`src/core/rcr_pkg.sv`:
```
package rcr_pkg;
    localparam int ADDR_W = 16;
    localparam int DATA_W = 8;
    localparam logic [15:0] OFS_RAMP_CTRL = 16'h07A6;
    localparam logic [15:0] OFS_LIMIT_SETTLE_EN = 16'h07AC;
    localparam logic [15:0] OFS_LIMIT_LO = 16'h07AD;
    localparam logic [15:0] OFS_LIMIT_HI = 16'h07AE;
    localparam logic [15:0] OFS_SETTLE_LO = 16'h07B1;
    localparam logic [15:0] OFS_SETTLE_HI = 16'h07B2;
    localparam logic [15:0] OFS_OSC_SEL = 16'h090E;
    localparam logic [15:0] OFS_IO_VOLT = 16'h0943;
    localparam logic [15:0] OFS_IN_BUF = 16'h0949;
    localparam logic [15:0] OFS_IN_LOOP = 16'h094A;
    localparam logic [15:0] OFS_HYS_LO = 16'h094E;
    localparam logic [15:0] OFS_HYS_HI = 16'h094F;
    localparam int RAMP_SCALE_LSB = 0;
    localparam int RAMP_SCALE_W = 3;
    localparam int RAMP_EN_BIT = 3;
    localparam int LIMIT_EN_BIT = 0;
    localparam int SETTLE_EN_BIT = 3;
    localparam int OSC_SEL_BIT = 0;
    localparam int IO_VOLT_BIT = 0;
    localparam int N_INPUTS = 4;
    localparam int PULSED_LSB = 4;
    localparam int HYS_HI_W = 4;
    localparam logic [7:0] RST_BYTE = 8'h00;
    localparam logic [7:0] RST_IO_VOLT = 8'h00;
    localparam logic [7:0] READ_ZERO = 8'h00;
    // Ramp multiplier as a signed power of two: scale = 2^exp.
    localparam logic [4:0] EXP_1X = 5'h00;
    localparam logic [4:0] EXP_4X = 5'h02;
    localparam logic [4:0] EXP_16X = 5'h04;
    localparam logic [4:0] EXP_64X = 5'h06;
    localparam logic [4:0] EXP_256X = 5'h08;
    localparam logic [4:0] EXP_1024X = 5'h0A;
    localparam logic [4:0] EXP_QUARTER = 5'h1E;
    localparam logic [4:0] EXP_HALF = 5'h1F;
endpackage

```
`src/core/rcr_config_regs.sv`:
```
`timescale 1ns/1ps
`default_nettype none
module rcr_config_regs
    import rcr_pkg::*;
(
    input wire logic clk,
    input wire logic srst,
    input wire logic wr_en,
    input wire logic rd_en,
    input wire logic [ADDR_W-1:0] addr,
    input wire logic [DATA_W-1:0] wdata,
    output logic [DATA_W-1:0] rdata,
    output logic [2:0] ramp_scale_d,
    output logic [4:0] ramp_scale_exp_d,
    output logic ramped_switch_enable_d,
    output logic output_limit_enable_d,
    output logic settle_detect_enable_d,
    output logic [15:0] output_limit_value_d,
    output logic [15:0] settle_target_value_d,
    output logic external_oscillator_select,
    output logic io_high_voltage,
    output logic [N_INPUTS-1:0] input_buffer_enable,
    output logic [N_INPUTS-1:0] input_pulsed_cmos,
    output logic [N_INPUTS-1:0] input_to_loop_enable,
    output logic [11:0] input_hysteresis_setting
);
    logic [7:0] ramp_q, lim_en_q, lim_lo_q, lim_hi_q, set_lo_q, set_hi_q;
    logic [7:0] osc_q, iov_q, inbuf_q, inloop_q, hys_lo_q, hys_hi_q;
    logic [7:0] rdata_q;
    logic [4:0] exp_q;
    wire [4:0] exp_w;
    wire [7:0] rd_mux;

    function automatic logic hit(input logic [15:0] a, input logic [15:0] o);
        return a == o;
    endfunction

    rcr_ramp_scale u_scale (
        .code(ramp_q[RAMP_SCALE_LSB +: RAMP_SCALE_W]),
        .exponent(exp_w)
    );

    // Unmapped offsets read as zero; reserved bits are stored as written.
    assign rd_mux =
        hit(addr, OFS_RAMP_CTRL) ? ramp_q :
        hit(addr, OFS_LIMIT_SETTLE_EN) ? lim_en_q :
        hit(addr, OFS_LIMIT_LO) ? lim_lo_q :
        hit(addr, OFS_LIMIT_HI) ? lim_hi_q :
        hit(addr, OFS_SETTLE_LO) ? set_lo_q :
        hit(addr, OFS_SETTLE_HI) ? set_hi_q :
        hit(addr, OFS_OSC_SEL) ? osc_q :
        hit(addr, OFS_IO_VOLT) ? iov_q :
        hit(addr, OFS_IN_BUF) ? inbuf_q :
        hit(addr, OFS_IN_LOOP) ? inloop_q :
        hit(addr, OFS_HYS_LO) ? hys_lo_q :
        hit(addr, OFS_HYS_HI) ? hys_hi_q : READ_ZERO;

    always_ff @(posedge clk) begin
        if (srst) begin
            ramp_q <= RST_BYTE;
            lim_en_q <= RST_BYTE;
            lim_lo_q <= RST_BYTE;
            lim_hi_q <= RST_BYTE;
            set_lo_q <= RST_BYTE;
            set_hi_q <= RST_BYTE;
            osc_q <= RST_BYTE;
            iov_q <= RST_IO_VOLT;
            inbuf_q <= RST_BYTE;
            inloop_q <= RST_BYTE;
            hys_lo_q <= RST_BYTE;
            hys_hi_q <= RST_BYTE;
        end else if (wr_en) begin
            if (hit(addr, OFS_RAMP_CTRL)) ramp_q <= wdata;
            if (hit(addr, OFS_LIMIT_SETTLE_EN)) lim_en_q <= wdata;
            if (hit(addr, OFS_LIMIT_LO)) lim_lo_q <= wdata;
            if (hit(addr, OFS_LIMIT_HI)) lim_hi_q <= wdata;
            if (hit(addr, OFS_SETTLE_LO)) set_lo_q <= wdata;
            if (hit(addr, OFS_SETTLE_HI)) set_hi_q <= wdata;
            if (hit(addr, OFS_OSC_SEL)) osc_q <= wdata;
            if (hit(addr, OFS_IO_VOLT)) iov_q <= wdata;
            if (hit(addr, OFS_IN_BUF)) inbuf_q <= wdata;
            if (hit(addr, OFS_IN_LOOP)) inloop_q <= wdata;
            if (hit(addr, OFS_HYS_LO)) hys_lo_q <= wdata;
            if (hit(addr, OFS_HYS_HI)) hys_hi_q <= wdata;
        end
    end

    always_ff @(posedge clk) begin
        if (srst) begin
            rdata_q <= READ_ZERO;
            exp_q <= EXP_1X;
        end else begin
            if (rd_en) rdata_q <= rd_mux;
            exp_q <= exp_w;
        end
    end

    assign rdata = rdata_q;
    assign ramp_scale_d = ramp_q[RAMP_SCALE_LSB +: RAMP_SCALE_W];
    assign ramp_scale_exp_d = exp_q;
    assign ramped_switch_enable_d = ramp_q[RAMP_EN_BIT];
    assign output_limit_enable_d = lim_en_q[LIMIT_EN_BIT];
    assign settle_detect_enable_d = lim_en_q[SETTLE_EN_BIT];
    assign output_limit_value_d = {lim_hi_q, lim_lo_q};
    assign settle_target_value_d = {set_hi_q, set_lo_q};
    assign external_oscillator_select = osc_q[OSC_SEL_BIT];
    assign io_high_voltage = iov_q[IO_VOLT_BIT];
    assign input_buffer_enable = inbuf_q[N_INPUTS-1:0];
    assign input_pulsed_cmos = inbuf_q[PULSED_LSB +: N_INPUTS];
    assign input_to_loop_enable = inloop_q[N_INPUTS-1:0];
    assign input_hysteresis_setting = {hys_hi_q[HYS_HI_W-1:0], hys_lo_q};

    property p_ramp_en;
        @(posedge clk) disable iff (srst)
        wr_en && hit(addr, OFS_RAMP_CTRL)
        |=> ramped_switch_enable_d == $past(wdata[RAMP_EN_BIT]);
    endproperty
    a_ramp_en: assert property (p_ramp_en) else $error("ramp enable");

    property p_scale;
        @(posedge clk) disable iff (srst)
        ramp_scale_d == 3'h5 ##1 ramp_scale_d == 3'h5
        |-> ramp_scale_exp_d == EXP_1024X;
    endproperty
    a_scale: assert property (p_scale) else $error("ramp scale");

    property p_iov_reset;
        @(posedge clk) srst |=> !io_high_voltage;
    endproperty
    a_iov_reset: assert property (p_iov_reset) else $error("io rst");

    property p_iov;
        @(posedge clk) disable iff (srst)
        wr_en && hit(addr, OFS_IO_VOLT)
        |=> io_high_voltage == $past(wdata[IO_VOLT_BIT]);
    endproperty
    a_iov: assert property (p_iov) else $error("io voltage");

    property p_inbuf;
        @(posedge clk) disable iff (srst)
        wr_en && hit(addr, OFS_IN_BUF)
        |=> input_buffer_enable == $past(wdata[N_INPUTS-1:0]);
    endproperty
    a_inbuf: assert property (p_inbuf) else $error("input enable");

    property p_pulsed;
        @(posedge clk) disable iff (srst)
        wr_en && hit(addr, OFS_IN_BUF)
        |=> input_pulsed_cmos == $past(wdata[PULSED_LSB +: N_INPUTS]);
    endproperty
    a_pulsed: assert property (p_pulsed) else $error("pulsed cmos");

    property p_readback;
        @(posedge clk) disable iff (srst)
        wr_en && !rd_en && hit(addr, OFS_HYS_LO) ##1
        rd_en && !wr_en && hit(addr, OFS_HYS_LO)
        |=> rdata == $past(wdata, 2);
    endproperty
    a_readback: assert property (p_readback) else $error("readback");

    property p_hold;
        @(posedge clk) disable iff (srst)
        !wr_en |=> $stable(output_limit_value_d);
    endproperty
    a_hold: assert property (p_hold) else $error("limit hold");

    // Every field follows its own write and holds when nothing addresses it, except ramp_scale_exp_d, registered one cycle after the ramp write.
    property p_limit_en;
        @(posedge clk) disable iff (srst)
        wr_en && hit(addr, OFS_LIMIT_SETTLE_EN)
        |=> output_limit_enable_d == $past(wdata[LIMIT_EN_BIT])
            && settle_detect_enable_d == $past(wdata[SETTLE_EN_BIT]);
    endproperty
    a_limit_en: assert property (p_limit_en) else $error("lim en");

    property p_settle_hi;
        @(posedge clk) disable iff (srst)
        wr_en && hit(addr, OFS_SETTLE_HI)
        |=> settle_target_value_d[DATA_W +: DATA_W] == $past(wdata);
    endproperty
    a_settle_hi: assert property (p_settle_hi) else $error("settle");

    property p_loop;
        @(posedge clk) disable iff (srst)
        wr_en && hit(addr, OFS_IN_LOOP)
        |=> input_to_loop_enable == $past(wdata[N_INPUTS-1:0]);
    endproperty
    a_loop: assert property (p_loop) else $error("loop enable");

    property p_hys_hi;
        @(posedge clk) disable iff (srst)
        wr_en && hit(addr, OFS_HYS_HI)
        |=> input_hysteresis_setting[DATA_W +: HYS_HI_W]
            == $past(wdata[HYS_HI_W-1:0]);
    endproperty
    a_hys_hi: assert property (p_hys_hi) else $error("hysteresis");

    property p_rd_hold;
        @(posedge clk) disable iff (srst)
        !rd_en |=> $stable(rdata);
    endproperty
    a_rd_hold: assert property (p_rd_hold) else $error("rd hold");

    property p_iov_hold;
        @(posedge clk) disable iff (srst)
        !(wr_en && hit(addr, OFS_IO_VOLT)) |=> $stable(io_high_voltage);
    endproperty
    a_iov_hold: assert property (p_iov_hold) else $error("io hold");

    c_ramp: cover property (@(posedge clk) wr_en && hit(addr, OFS_RAMP_CTRL));
    c_b2b: cover property (@(posedge clk) wr_en ##1 rd_en);
    c_iov: cover property (@(posedge clk) io_high_voltage);
    c_rd: cover property (@(posedge clk) rd_en && hit(addr, OFS_IN_BUF));
endmodule
`default_nettype wire

```
`src/core/rcr_ramp_scale.sv`:
```
`timescale 1ns/1ps
`default_nettype none
module rcr_ramp_scale
    import rcr_pkg::*;
(
    input wire logic [2:0] code,
    output logic [4:0] exponent
);
    always_comb begin
        exponent = EXP_1X;
        unique case (code)
            3'h0: exponent = EXP_1X;
            3'h1: exponent = EXP_4X;
            3'h2: exponent = EXP_16X;
            3'h3: exponent = EXP_64X;
            3'h4: exponent = EXP_256X;
            3'h5: exponent = EXP_1024X;
            3'h6: exponent = EXP_QUARTER;
            3'h7: exponent = EXP_HALF;
        endcase
    end
endmodule
`default_nettype wire

```
`config.mk`:
```
export PLATFORM = sky130hd
export DESIGN_NAME = rcr_config_regs
export DESIGN_NICKNAME = d
export VERILOG_FILES = /design/src/core/rcr_pkg.sv /design/src/core/rcr_config_regs.sv /design/src/core/rcr_ramp_scale.sv
export SDC_FILE = /design/constraint.sdc
export NUM_CORES = 1
export LEC_CHECK = 0
export ABC_AREA = 1
export BUFFER_PORTS_ARGS = -buffer_cell sky130_fd_sc_hd__buf_2
export CAP_MARGIN = 10
export CORE_UTILIZATION = 50
export CTS_BUF_LIST = sky130_fd_sc_hd__clkbuf_8
export DETAILED_ROUTE_END_ITERATION = 16
export PLACE_DENSITY = 0.79
export SLEW_MARGIN = 20
export SYNTH_ARGS = -nofsm -noshare
export SYNTH_HDL_FRONTEND = slang
export SYNTH_SLANG_ARGS = --single-unit
export TNS_END_PERCENT = 10
```
`constraint.sdc`:
```
create_clock -name clk -period 1.67 [get_ports clk]
set_input_delay 0.0835 -clock clk [delete_from_list [all_inputs] [get_ports clk]]
set_output_delay 0.0835 -clock clk [all_outputs]
set_load 0.02 [all_outputs]
```
==> results.cfg <==
[worst_hold_path]
hold_class = input port to flip-flop

[timing]
worstMarginPinSlew_ns = 0.3789
hold_violations = 0
setup_violations = 0
finalCritPeriodShare = 0.7924
layout_min_cycle_time_ns = 1.323
worst_clock_skew_ns = 0.01710
fmax_ghz = 0.7557
rsz0062_at_grt = false
slew_headroom = 0.7471
slew_viol_final = 0

[clock_network]
clkSinkCount = 109
clockRootBuffer = clkbuf_8
clk_pin_slew_ns = 0.11
cts_buffers = 9
htreeDepth = 3
clock_latency_ns = 0.37
clockBufferDepth = 2
cts.hold.buffers_added = 0
tritoncts = done
ctsResizeCount = 0
post-cts-setup-buffers = 0

[detailed_routing]
wl_per_cell_um = 16.22
via_count = 5090
via_per_inst = 5.426
wirelength_mm = 15.22
drtAntennaViolNets = 0
drt_iter0_drc = 375
drcViolationCount = 0
drt_pass1_iterations = 4

[power]
p_sw_w = 0.001121
p_per_area_nw_per_um2 = 754.2
netSwitchingFraction = 0.2506
pwr-share-clk = 0.362
seqPwrFrac = 0.581
combPwrFrac = 0.058
ir_drop_uv = 505.8
p_leak_nw = 2.584
p_int_w = 0.003352

[setup_path]
cp.arrival_ns = 1.63
reg2reg_from = inloop_q[1]
rrSetupSlack_ns = 0.40
critPathLaunch = addr[15]
cp-end-kind = flip-flop
r2r-end = rdata[1]
r2r.worst_path.cells = 8
path_class = input port to flip-flop
critPathRequiredTime_ns = 1.98
worstSetupEndpoint = rdata[0]
crit_fanout = 22
start_kind = input port

[final_layout]
area_delta_synth_final_pct = 18.95
stdcell_area_um2 = 5929
final_cell_mix = nand2_1, dfxtp_1, buf_2
multi_input_comb_area_um2 = 2248
fin_nets = 828
num-fill-cells = 931
layout_commonest_cell = nand2_1
final_cells = 938
drive_gt1_frac = 0.2161
final_util = 0.6094
antennaDiodeCount = 0
regArea_um2 = 2182

[synth]
synth_cell_type_count = 26
ys_warn_count = 0
avgSynthCellArea_um2 = 7.152
syn_inst = 697
synth_seq_cells = 109
synth.cell_area_um2 = 4985
yosysSeqAreaShare = 0.4378
synth.net_count = 725
synthDominantCellAreaShare = 0.4378
yosysTopAreaCell = dfxtp_1
ys_top_cells_by_area = dfxtp_1, nand2_1, a21oi_1

[floorplan]
die-area_um2 = 10370
start_util = 0.5123
pin_count = 105
dieWidth_um = 101.8
die_y_um = 101.8
core_um2 = 9729
rows = 36

[placement]
globalplace.congestion = 0.9343
io_buffers = 104
placed_area_um2 = 5729
dp.cells = 922
hpwl_mm = 11.13

[global_routing]
grt_max_degree = 43
grt_pass1_vias = 4680
overflow = 0
antenna_found_initial = 0
track_usage = 0.2980
grt_pass1_wl_mm = 23.34

[flow_run]
max-cap-violations = 0

[run_status]
status = finished, final reports clean
-- per-stage QoR --
stage	worst slack (ns)	hold slack [ns]	power, W	setup TNS [ns]
4_1_cts	0.3212	0.04706	0.004475	0
3_5_place_dp	-0.05861	0.4539	0.002909	-0.1425
5_1_grt	0.1519	0.04791	0.004618	0
6_report	0.3467	0.06034	0.004472	0
2_1_floorplan	0.3055	0.2281	0.002783	0
3_3_place_gp	-0.04609	0.4444	0.002906	-0.09325
-- cell families (layout without fill, tap and decap cells) --
| group | after synthesis | in the layout | synth area share |
|---|---|---|---|
| and+or+nand+nor | 260 | 260 | 0.2395 |
| AOI/OAI and AO/OA | 203 | 203 | 0.2116 |
| buffers and inverters | 125 | 233 | 0.1112 |
| DFF | 109 | 109 | 0.4378 |
-- worst max-delay path: stages --
cell and delay [ns]:
buf_2 0.09, nor2_1 0.09, nand2_1 0.07, nor2_1 0.20, buf_12 0.19, nand2_1 0.10
inv_1 0.22, nand2_1 0.09, nand4_1 0.13, nand2_1 0.08, nand4_1 0.08, nand2_1 0.06
a21oi_1 0.12
-- cells in the mapped netlist --
cell / n
a21oi_2: 2
inv_1: 78
nand4_1: 18
nor4_4: 2
nor2_2: 7
buf_6: 3
dfxtp_1: 109
nor2_8: 1
nor3_1: 5
nor3_2: 1
buf_4: 14
nor4_1: 1
nand2_4: 1
inv_2: 5
nand2_1: 138
nand3_2: 2
o21ai_0: 78
nor2_4: 1
nor3_4: 1
a31oi_1: 25
buf_2: 8
clkbuf_1: 17
nand2_2: 1
a21oi_1: 98
nand3_1: 37
nor2_1: 44
-- cell type report --
type / count / area share
clock inverter: 4 / 0.005908
inverter: 83 / 0.05254
sequential: 109 / 0.3680
multi-input combinational: 463 / 0.3792
tap: 133 / 0.02807
timing repair buffer: 134 / 0.1384
clock buffer: 12 / 0.02785
-- routing by layer --
metal	part of all wire	routed length, µm	track usage
met2	0.47	7109	0.4990
met3	0.061	929	0.04309
met5	0	0	0
met1	0.44	6674	0.3813
met4	0.033	503	0.1363
-- state kept, by name, summed over array words and instances (netlist names) --
name and cells:
hys_lo_q 8, rdata 8, set_hi_q 8, iov_q 8
osc_q 8, inbuf_q 8, lim_lo_q 8, lim_hi_q 8
ramp_q 8, set_lo_q 8, hys_hi_q 8, lim_en_q 8
ramp_scale_exp_d 5, inloop_q 8
-- power by group through the flow --
stage,clock (W),sequential (W),combinational [W]
after floorplan,0,0.00266,0.000125
after global routing,0.00174,0.00260,0.000277
final,0.00162,0.00260,0.000258
after detailed placement,0,0.00266,0.000251
after global placement,0,0.00266,0.000248
after CTS,0.00163,0.00260,0.000252
-- how the worst min path moves through the flow --
stage,start,end,slack (ns),cells after the start
floorplan,wdata[4],inloop_q[4],0.23,2
global placement,iov_q[1],iov_q[1],0.44,2
detailed placement,wdata[4],inloop_q[4],0.45,3
CTS,wdata[4],inloop_q[4],0.05,3
global route,wdata[3],inloop_q[3],0.05,3
finish,wdata[4],inloop_q[4],0.06,3
No activity file was read; power rests on OpenSTA's default activity.
